[config.mk]
export PLATFORM = sky130hd
export DESIGN_NAME = data_space_steer
export DESIGN_NICKNAME = d
export VERILOG_FILES = /design/src/verilog/dspace_pkg.sv /design/src/verilog/ext_bus_if.sv /design/src/verilog/ext_bus_cycle.sv /design/src/verilog/data_space_steer.sv
export SDC_FILE = /design/constraint.sdc
export NUM_CORES = 2
export LEC_CHECK = 0
export BUFFER_PORTS_ARGS = -buffer_cell sky130_fd_sc_hd__buf_2
export CAP_MARGIN = 20
export CORE_ASPECT_RATIO = 1.4
export CORE_UTILIZATION = 63
export DETAILED_ROUTE_END_ITERATION = 10
export MAX_ROUTING_LAYER = met4
export PLACE_DENSITY_LB_ADDON = 0.1
export SYNTH_ARGS = -nofsm -noshare
export SYNTH_HDL_FRONTEND = slang
export SYNTH_SLANG_ARGS = --single-unit
[constraint.sdc]
create_clock -name i_mclk -period 3.6 [get_ports i_mclk]
set_input_delay 0.18 -clock i_mclk [delete_from_list [all_inputs] [get_ports i_mclk]]
set_output_delay 0.18 -clock i_mclk [all_outputs]
set_load 0.02 [all_outputs]
[src/verilog/dspace_pkg.sv]
// Purpose: shared constants and types for the data space steering block
// Assumes: 50 MHz core clock, special registers reached by direct addressing
// Notes:   six timing constants, others are offsets, fields, reset values and sizes
package dspace_pkg;
  // special register offsets
  localparam logic [7:0] AUX1_ADDR  = 8'ha2;
  localparam logic [7:0] AUXC_ADDR  = 8'h8e;
  localparam logic [7:0] PLO_ADDR   = 8'h82;
  localparam logic [7:0] PHI_ADDR   = 8'h83;
  // field positions
  localparam int SEL_BIT   = 0;
  localparam int FLAG_BIT  = 3;
  localparam int STEER_BIT = 1;
  // reset values
  localparam logic       SEL_RST   = 1'b0;
  localparam logic       FLAG_RST  = 1'b0;
  localparam logic       STEER_RST = 1'b0;
  localparam logic [7:0] BYTE_RST  = 8'h00;
  // memory sizes
  localparam int EXPANDED_RAM_SMALL = 256;
  localparam int EXPANDED_RAM_LARGE = 768;
  // timing
  localparam int CLK_NS      = 20;
  localparam int STROBE_NS   = 60;
  localparam int STROBE_CYC  = (STROBE_NS + CLK_NS - 1) / CLK_NS;
  localparam int SYNC_STAGES = 2;
  localparam logic [2:0] STRB_LEN   = 3'(STROBE_CYC + SYNC_STAGES);
  localparam logic [2:0] ALE_PERIOD = 3'h6;

  typedef enum logic [2:0] {
    K_DIRECT, K_INDIRECT, K_STACK, K_EXTERNAL_MOVE_OP_IDX, K_EXTERNAL_MOVE_OP_PTR
  } access_kind_type;

  typedef enum logic [2:0] {
    ST_IDLE, ST_ADDR, ST_LATCH, ST_STRB, ST_DONE
  } bus_state_type;
endpackage

[src/verilog/ext_bus_if.sv]
// Purpose: carrier between the steering logic and the external bus engine
// Assumes: single clock domain
// Notes:   pin drives live here so the engine flops feed the top ports
`timescale 1ns/100ps
interface ext_bus_if;
  logic        start;
  logic        wr;
  logic        use_p2;
  logic [15:0] addr;
  logic [7:0]  wdata;
  logic [7:0]  rdata;
  logic        done;
  logic        busy;
  logic        ale_req;
  logic [7:0]  p0_out;
  logic        p0_oe;
  logic [7:0]  p2_out;
  logic        p2_oe;
  logic        wr_n;
  logic        rd_n;
  modport eng (input start, wr, use_p2, addr, wdata,
               output rdata, done, busy, ale_req, p0_out, p0_oe, p2_out, p2_oe, wr_n, rd_n);
  modport ctl (output start, wr, use_p2, addr, wdata,
               input rdata, done, busy, ale_req, p0_out, p0_oe, p2_out, p2_oe, wr_n, rd_n);
endinterface

[src/verilog/ext_bus_cycle.sv]
// Purpose: one multiplexed external data bus cycle per start
// Assumes: start only while idle
// Notes:   read data is sampled through a two stage synchroniser
`timescale 1ns/100ps
module ext_bus_cycle
  import dspace_pkg::*;
(
  // clock and reset
  input  wire logic       i_mclk,
  input  wire logic       i_nrst,
  // pin input
  input  wire logic [7:0] i_p0_in,
  // carrier
  ext_bus_if.eng          bus
);
  bus_state_type state_q;
  logic [2:0]  cnt_q;
  logic [7:0]  s1_q, s2_q, rdata_q, p0_out_q, p2_out_q, wdata_q;
  logic        wr_q, p0_oe_q, p2_oe_q, wr_n_q, rd_n_q, done_q;

  assign bus.ale_req = (state_q == ST_ADDR);
  assign bus.busy    = (state_q != ST_IDLE);
  assign bus.done    = done_q;
  assign bus.rdata   = rdata_q;
  assign bus.p0_out  = p0_out_q;
  assign bus.p0_oe   = p0_oe_q;
  assign bus.p2_out  = p2_out_q;
  assign bus.p2_oe   = p2_oe_q;
  assign bus.wr_n    = wr_n_q;
  assign bus.rd_n    = rd_n_q;

  always_ff @(posedge i_mclk or negedge i_nrst) begin
    if (!i_nrst) begin
      state_q <= ST_IDLE;
      cnt_q <= 3'h0;
      {s1_q, s2_q, rdata_q, p0_out_q, p2_out_q, wdata_q} <= {6{BYTE_RST}};
      {wr_q, p0_oe_q, p2_oe_q, done_q} <= 4'h0;
      wr_n_q <= 1'b1;
      rd_n_q <= 1'b1;
    end else begin
      s1_q <= i_p0_in;
      s2_q <= s1_q;
      done_q <= 1'b0;
      case (state_q)
        ST_IDLE: if (bus.start) begin
          // high byte on port 2, low byte on port 0
          // index moves leave port 2 undriven
          state_q <= ST_ADDR;
          wr_q <= bus.wr;
          wdata_q <= bus.wdata;
          p0_out_q <= bus.addr[7:0];
          p0_oe_q <= 1'b1;
          p2_out_q <= bus.addr[15:8];
          p2_oe_q <= bus.use_p2;
        end
        ST_ADDR: state_q <= ST_LATCH;
        ST_LATCH: begin
          state_q <= ST_STRB;
          cnt_q <= STRB_LEN - 3'h1;
          p0_oe_q <= wr_q;
          p0_out_q <= wdata_q;
          wr_n_q <= ~wr_q;
          rd_n_q <= wr_q;
        end
        ST_STRB: if (cnt_q == 3'h0) begin
          state_q <= ST_DONE;
          wr_n_q <= 1'b1;
          rd_n_q <= 1'b1;
          rdata_q <= s2_q;
          done_q <= 1'b1;
        end else begin
          cnt_q <= cnt_q - 3'h1;
        end
        ST_DONE: begin
          state_q <= ST_IDLE;
          p0_oe_q <= 1'b0;
          p2_oe_q <= 1'b0;
        end
        default: state_q <= ST_IDLE;
      endcase
    end
  end
endmodule

[src/verilog/data_space_steer.sv]
// Purpose: data memory steering with dual data pointer and expanded ram
// Assumes: core issues one request at a time, waits for o_done
// Notes:   special registers here answer direct reads; others read zero
`timescale 1ns/100ps

// Operation
// - two independent 16-bit data pointers, pointer_select picks one.
// - pointer_select is bit 0 of aux_reg_one at a2h, reset zero.
// - user_flag_bit is a plain read/write flag, reset zero.
// - increment of aux_reg_one toggles pointer_select.
// - on-chip expanded_ram of 256 or 768 bytes, sized by parameter.
// - internal addresses 00h-7fh reached by direct and indirect modes.
// - indirect 80h-ffh reaches the upper ram bank.
// - direct 80h-ffh reaches special registers only.
// - steer 0 in-range moves use on-chip ram, pins untouched.
// - steer 0 pointer moves above range run an external bus cycle.
// - expanded_ram above ffh reachable only through the data pointer.
// - steer 1 index moves put 8-bit address on port 0, port 2 free.
// - pointer bus access drives high byte on port 2, low on port 0.
// - external cycles strobe write or read pin.
// - stack accesses reach internal ram only, never expanded_ram.
// - one address latch pulse skipped per external data access.
module data_space_steer
  import dspace_pkg::*;
#(
  parameter int EXPANDED_RAM_BYTES = EXPANDED_RAM_SMALL
) (
  // clock and reset
  input  wire logic            i_mclk,
  input  wire logic            i_nrst,
  // core request
  input  wire logic            i_req,
  input  wire access_kind_type i_kind,
  input  wire logic            i_wr,
  input  wire logic            i_inc,
  input  wire logic [7:0]      i_addr,
  input  wire logic [7:0]      i_wdata,
  // core pointer operations
  input  wire logic            i_ptr_load,
  input  wire logic            i_ptr_inc,
  input  wire logic [15:0]     i_ptr_wdata,
  // core answer
  output logic [7:0]           o_rdata,
  output logic                 o_done,
  output logic                 o_busy,
  output logic                 o_pointer_select,
  output logic                 o_ext_steer,
  // external bus pins
  input  wire logic [7:0]      i_p0_in,
  output logic [7:0]           o_p0_out,
  output logic                 o_p0_oe,
  output logic [7:0]           o_p2_out,
  output logic                 o_p2_oe,
  output logic                 o_wr_n,
  output logic                 o_rd_n,
  output logic                 o_ale
);
  localparam int XA_W = $clog2(EXPANDED_RAM_BYTES);
  localparam logic [16:0] XLIM = 17'(EXPANDED_RAM_BYTES);

  ext_bus_if bus ();

  logic [7:0]  iram_q [256];
  logic [7:0]  expanded_ram_q [EXPANDED_RAM_BYTES];
  logic [15:0] ptr_q  [2];
  logic        sel_q, flag_q, steer_q, busy_q, done_q, skip_q, ale_q;
  logic [7:0]  rdata_q;
  logic [2:0]  ale_cnt_q;

  // decode
  wire        accept    = i_req && !busy_q;
  wire        is_direct = (i_kind == K_DIRECT);
  wire        is_external_move_op   = (i_kind == K_EXTERNAL_MOVE_OP_IDX) || (i_kind == K_EXTERNAL_MOVE_OP_PTR);
  // stack shares the indirect path into internal ram
  wire        is_ind    = (i_kind == K_INDIRECT) || (i_kind == K_STACK);
  // direct upper half is special register space
  wire        is_sfr    = is_direct && i_addr[7];
  // indirect upper half to the upper bank
  wire        iram_hit  = (is_direct && !i_addr[7]) || is_ind;
  wire [15:0] sel_ptr   = ptr_q[sel_q];
  // index moves carry only 8 address bits
  wire [15:0] xaddr     = (i_kind == K_EXTERNAL_MOVE_OP_PTR) ? sel_ptr : {8'h00, i_addr};
  // in-range moves with steer clear stay on chip
  wire        expanded_ram_hit  = is_external_move_op && !steer_q && ({1'b0, xaddr} < XLIM);
  // everything else goes to the pins
  wire        ext_hit   = is_external_move_op && !expanded_ram_hit;
  wire        iram_we   = accept && i_wr && iram_hit;
  wire        expanded_ram_we   = accept && i_wr && expanded_ram_hit;
  wire        sfr_we    = accept && i_wr && is_sfr;
  wire        aux1_we   = sfr_we && (i_addr == AUX1_ADDR);
  wire        aux1_inc  = accept && i_inc && is_sfr && (i_addr == AUX1_ADDR);
  wire        auxc_we   = sfr_we && (i_addr == AUXC_ADDR);
  wire        plo_we    = sfr_we && (i_addr == PLO_ADDR);
  wire        phi_we    = sfr_we && (i_addr == PHI_ADDR);
  wire        ext_start = accept && ext_hit;
  wire        ale_tick  = (ale_cnt_q == 3'h0);
  // restart at each bus cycle so no regular pulse lands in the data phase
  wire        ale_restart = ale_tick || ext_start;

  wire [7:0] aux1_rd = {4'h0, flag_q, 2'b00, sel_q};
  wire [7:0] auxc_rd = {6'h00, steer_q, 1'b0};
  wire [7:0] sfr_rd  = (i_addr == AUX1_ADDR) ? aux1_rd :
                       (i_addr == AUXC_ADDR) ? auxc_rd :
                       (i_addr == PLO_ADDR)  ? sel_ptr[7:0] :
                       (i_addr == PHI_ADDR)  ? sel_ptr[15:8] : BYTE_RST;
  wire [7:0] rdata_d = iram_hit ? iram_q[i_addr] :
                       expanded_ram_hit ? expanded_ram_q[xaddr[XA_W-1:0]] :
                       is_sfr   ? sfr_rd : BYTE_RST;

  assign bus.start  = ext_start;
  assign bus.wr     = i_wr;
  // pointer moves use port 2 for the high byte
  assign bus.use_p2 = (i_kind == K_EXTERNAL_MOVE_OP_PTR);
  assign bus.addr   = xaddr;
  assign bus.wdata  = i_wdata;

  ext_bus_cycle u_bus (
    .i_mclk  (i_mclk),
    .i_nrst  (i_nrst),
    .i_p0_in (i_p0_in),
    .bus     (bus)
  );

  // two pointers, one update path each
  for (genvar g = 0; g < 2; g++) begin : g_ptr
    wire me = (sel_q == 1'(g));
    always_ff @(posedge i_mclk or negedge i_nrst) begin
      if (!i_nrst) begin
        ptr_q[g] <= 16'h0000;
      end else if (me && i_ptr_load) begin
        ptr_q[g] <= i_ptr_wdata;
      end else if (me && i_ptr_inc) begin
        ptr_q[g] <= ptr_q[g] + 16'h0001;
      end else if (me && plo_we) begin
        ptr_q[g][7:0] <= i_wdata;
      end else if (me && phi_we) begin
        ptr_q[g][15:8] <= i_wdata;
      end
    end
  end

  // memories: no reset, contents undefined at power up
  always_ff @(posedge i_mclk) begin
    if (iram_we) begin
      iram_q[i_addr] <= i_wdata;
    end
    if (expanded_ram_we) begin
      expanded_ram_q[xaddr[XA_W-1:0]] <= i_wdata;
    end
  end

  always_ff @(posedge i_mclk or negedge i_nrst) begin
    if (!i_nrst) begin
      sel_q <= SEL_RST;
      flag_q <= FLAG_RST;
      steer_q <= STEER_RST;
    end else begin
      if (aux1_inc) begin
        sel_q <= ~sel_q;
      end else if (aux1_we) begin
        sel_q <= i_wdata[SEL_BIT];
        flag_q <= i_wdata[FLAG_BIT];
      end
      if (auxc_we) begin
        steer_q <= i_wdata[STEER_BIT];
      end
    end
  end

  // answer path; requests while busy are dropped
  always_ff @(posedge i_mclk or negedge i_nrst) begin
    if (!i_nrst) begin
      busy_q <= 1'b0;
      done_q <= 1'b0;
      rdata_q <= BYTE_RST;
    end else begin
      done_q <= (accept && !ext_hit) || bus.done;
      if (ext_start) begin
        busy_q <= 1'b1;
      end else if (bus.done) begin
        busy_q <= 1'b0;
      end
      if (accept && !ext_hit) begin
        rdata_q <= rdata_d;
      end else if (bus.done) begin
        rdata_q <= bus.rdata;
      end
    end
  end

  // free running latch pulse, one skipped per external access
  // set wins over the clear so a start on a tick is never lost
  always_ff @(posedge i_mclk or negedge i_nrst) begin
    if (!i_nrst) begin
      ale_cnt_q <= 3'h0;
      skip_q <= 1'b0;
      ale_q <= 1'b0;
    end else begin
      ale_cnt_q <= ale_restart ? (ALE_PERIOD - 3'h1) : (ale_cnt_q - 3'h1);
      skip_q <= ext_start || (skip_q && !ale_tick);
      ale_q <= (ale_tick && !skip_q && !ext_start) || bus.ale_req;
    end
  end

  assign o_rdata          = rdata_q;
  assign o_done           = done_q;
  assign o_busy           = busy_q;
  assign o_pointer_select = sel_q;
  assign o_ext_steer      = steer_q;
  assign o_p0_out         = bus.p0_out;
  assign o_p0_oe          = bus.p0_oe;
  assign o_p2_out         = bus.p2_out;
  assign o_p2_oe          = bus.p2_oe;
  assign o_wr_n           = bus.wr_n;
  assign o_rd_n           = bus.rd_n;
  assign o_ale            = ale_q;
endmodule

==> reports/qor.csv <==
metric;value;unit
status;complete, but fails checks;
violations;design-rule violations, negative setup slack;
ios;83;
portBuffers;82;
yosysWarnings;0;
cts_root_buf;clkbuf_16;
place_worst_setup_slack;-0.760;ns
synth.avg_cell_area;17.5;sq um
fmaxAchievable;263;MHz
syn_area;0.166;sq mm
max_slew.worst_pin.slew;1.27;ns
grt_pass1_vias;100000;
drc;2;
critPathArrivalTime;4.60;ns
worst_slack;-0.195;ns
grt_util_met1;0.492;
ys_seq_area_frac;0.757;
area_growth;18.5;%
finalWirelength;561000;microns
synth_common_cells;edfxtp_1, nand2_1, nor2_1, mux4_2, a21oi_1;
grt_pass1_wl;773000;microns
fin_cells;14600;
timing_worst_setup_path_type;reg -> reg;
finalCriticalPeriod;3.80;ns
firstDrtPassIters;11;
clock-sinks;4206;
dieArea;0.266;sq mm
critPathRequiredTime;4.41;ns
netlist_instances;9505;
yosysTopAreaCellShare;0.741;
grt-ovfl-total;0;
grt_util_met3;0.0899;
row_count;222;
synth_most_common_cell;edfxtp_1;
skew;0.0607;ns
fp.dieH;610;microns
endpoint_kind;flip-flop;
dp_cells;13800;
synth-simple-area-share;0.0546;
synth_edf_count;4096;
place_congestion;1.05;
clk_pin_slew;0.07;ns
maxSlewHeadroom;0.150;
yosys.area.top_type;edfxtp_1;
synth_mux_area_frac;0.111;
synth_top_family_by_area;multiplexers;
antenna_found_initial;41;
synth-xor-area-share;0.000211;
grt_use_total;0.437;
synth_fa_ha_area_frac;0.000452;
coreArea;0.262;sq mm
setup_viol;7;
cts_buffer_depth;4;
final-hold-violation-count;0;
critPathSlowestCell;dfrtp_2;
irDropWorstVdd;0.644;mV
grt_max_degree;155;
cpPeakStageDelay;0.47;ns
post_dp_cell_area;0.181;sq mm
rsz0062_at_grt;yes;
gr-usage-met2;0.673;
hp-class;in -> reg;
path_max_fanout;10;
powerDensity;540;mW/mm^2
fin_crit_sh;1.05;
synthArstFlopShare;0.0262;
slew_violations;0;
ys_ff_latch;4206;
drtAntennaViolNets;0;
tritoncts;yes;
crit_chain;buf_4 -> buf_4 -> mux2i_1 -> buf_4 -> nor2_2 -> a32oi_4 -> buf_12 -> buf_16 -> buf_12 -> o22ai_1 -> a21oi_1 -> a21oi_1 -> nor4_4 -> buf_4 -> and4_1 -> o21ai_0;
drtIter0Drc;13900;
cp-start-kind;flip-flop;
final_area;0.197;sq mm
vias;101000;
hold_slack;0.0661;ns
cts.htree.levels;5;
initial_core_util;0.635;
yosys-top-cells-area;edfxtp_1, mux4_2, nand2_1, mux2i_1, a21oi_1;
grt_busiest_layer;met2;
cpMostUsedCell;buf_4;
nets;10900;
final_core_util;0.752;
leakage;65.8;nW
tritoncts.num_buffers;383;
ys.flop_type;edfxtp_1;
chipWidth;436;microns
clk_latency;0.92;ns
synth-compound-area-share;0.0585;
drive_gt1_frac;0.279;
via_per_inst;6.91;
post_drt_wl_per_cell;38.3;microns
dpl.hpwl;377000;microns
drv_cap;0;
ys_types;81;
synth_nets;9561;
## critical path: cells and delay by family (launching register included)
family / cells / cell delay, ns
compound gates: 5 / 1.27
mux: 1 / 0.11
simple gates: 3 / 0.65
buf+inv: 7 / 1.14
flops: 1 / 0.47
## state kept, by name, summed over array words and instances (netlist names), 3 cells and up
signal and flops:
expanded_ram_q 2048, iram_q 2048, ptr_q 32, o_rdata 8
u_bus.bus.p0_out 8, u_bus.bus.p2_out 8, u_bus.bus.rdata 8, u_bus.s1_q 8
u_bus.s2_q 8, u_bus.wdata_q 8, ale_cnt_q 3, u_bus.cnt_q 3
u_bus.state_q 3
## layout make-up
type / count / area, sq um
fillers: 15300 / 64800
well taps: 3472 / 4340
clock inverters: 246 / 2460
diodes: 47 / 118
repair buffers: 1522 / 15000
clock buffers: 450 / 9990
inverters: 27 / 106
multi-input cells: 4673 / 39100
flip-flops and latches: 4206 / 126000
## stage by stage
stage               TNS [ns]  power, mW
CTS                    -8.41        106
finish                -0.766        106
global route          -0.781        108
detailed placement    -64.02       65.2
floorplan                  0       59.6
global placement      -64.82       65.0
## path summary, 6_finish.rpt
check	startpoint	endpoint	slack (ns)	cells past startpoint
worst max register to register	o_pointer_select$_DFFE_PN0P_	o_rdata[7]$_DFFE_PN0P_	-0.20	16
worst min register to register	u_bus.s1_q[3]$_DFF_PN0_	u_bus.s2_q[3]$_DFF_PN0_	0.36	0
max in group asynchronous	i_nrst	o_rdata[6]$_DFFE_PN0P_	2.68	4
worst min-delay path	i_p0_in[1]	u_bus.s1_q[1]$_DFF_PN0_	0.07	2
worst max-delay path	o_pointer_select$_DFFE_PN0P_	o_rdata[7]$_DFFE_PN0P_	-0.20	16
min in group asynchronous	i_nrst	u_bus.bus.wr_n$_DFFE_PN1P_	0.40	3
## power breakdown
part / internal [mW] / switching [mW]
clock: 23.2 / 18.0
combinational: 3.86 / 6.81
sequential: 54.0 / 0.447
total: 81.0 / 25.3
## cell usage in the layout, fill, tap and decap left out, types with 17 or more instances in the layout
cell / netlist / layout
a211oi_1: 101 / 90
a21o_1: 20 / 19
a21oi_1: 559 / 544
a221oi_1: 73 / 58
a22o_1: 29 / 29
a22oi_1: 244 / 232
a31oi_1: 62 / 59
a32oi_1: 43 / 39
buf_12: 0 / 225
buf_16: 0 / 17
buf_2: 236 / 72
buf_4: 44 / 1103
buf_6: 22 / 35
buf_8: 0 / 17
bufinv_16: 0 / 46
clkbuf_1: 218 / 58
clkbuf_16: 0 / 395
clkinv_1: 0 / 80
clkinv_2: 0 / 80
clkinvlp_4: 0 / 23
dfrtp_1: 108 / 107
diode_2: 0 / 47
dlygate4sd3_1: 0 / 42
edfxtp_1: 4096 / 4096
inv_1: 27 / 26
mux2_2: 26 / 24
mux2i_1: 365 / 347
mux4_2: 642 / 642
nand2_1: 987 / 986
nand3_1: 261 / 254
nand4_1: 86 / 86
nor2_1: 653 / 435
nor2_2: 0 / 197
nor2_4: 0 / 21
nor2b_1: 23 / 20
nor3_1: 34 / 32
o2111a_1: 33 / 33
o211ai_1: 19 / 19
o21ai_0: 78 / 74
o22ai_1: 104 / 94
## logic make-up (layout without fill, tap and decap cells)
kind of cell / after synthesis / in the layout
fa+ha+maj: 6 / 6
xor+xnor: 4 / 4
compound gates: 1473 / 1473
buf+inv: 626 / 2245
mux: 1037 / 1037
simple gates: 2153 / 2153
flops: 4206 / 4206
other cells: 0 / 47
## repair_timing
action                                  CTS  global route
hold buffers                             43             0
setup buffers                            35            16
resized for setup                       205           277
endpoints found under the hold margin   623             0
pin swaps                                31            31
endpoints found under the setup margin  602          1089
gates cloned                              9             5
## routing by layer
metal	vias up	wire length, microns
met1	51400	176000
met3	2007	56900
met5	-	0
li1	40800	-
met4	0	61900
met2	7059	266000
No activity file was read; power rests on OpenSTA's default activity.
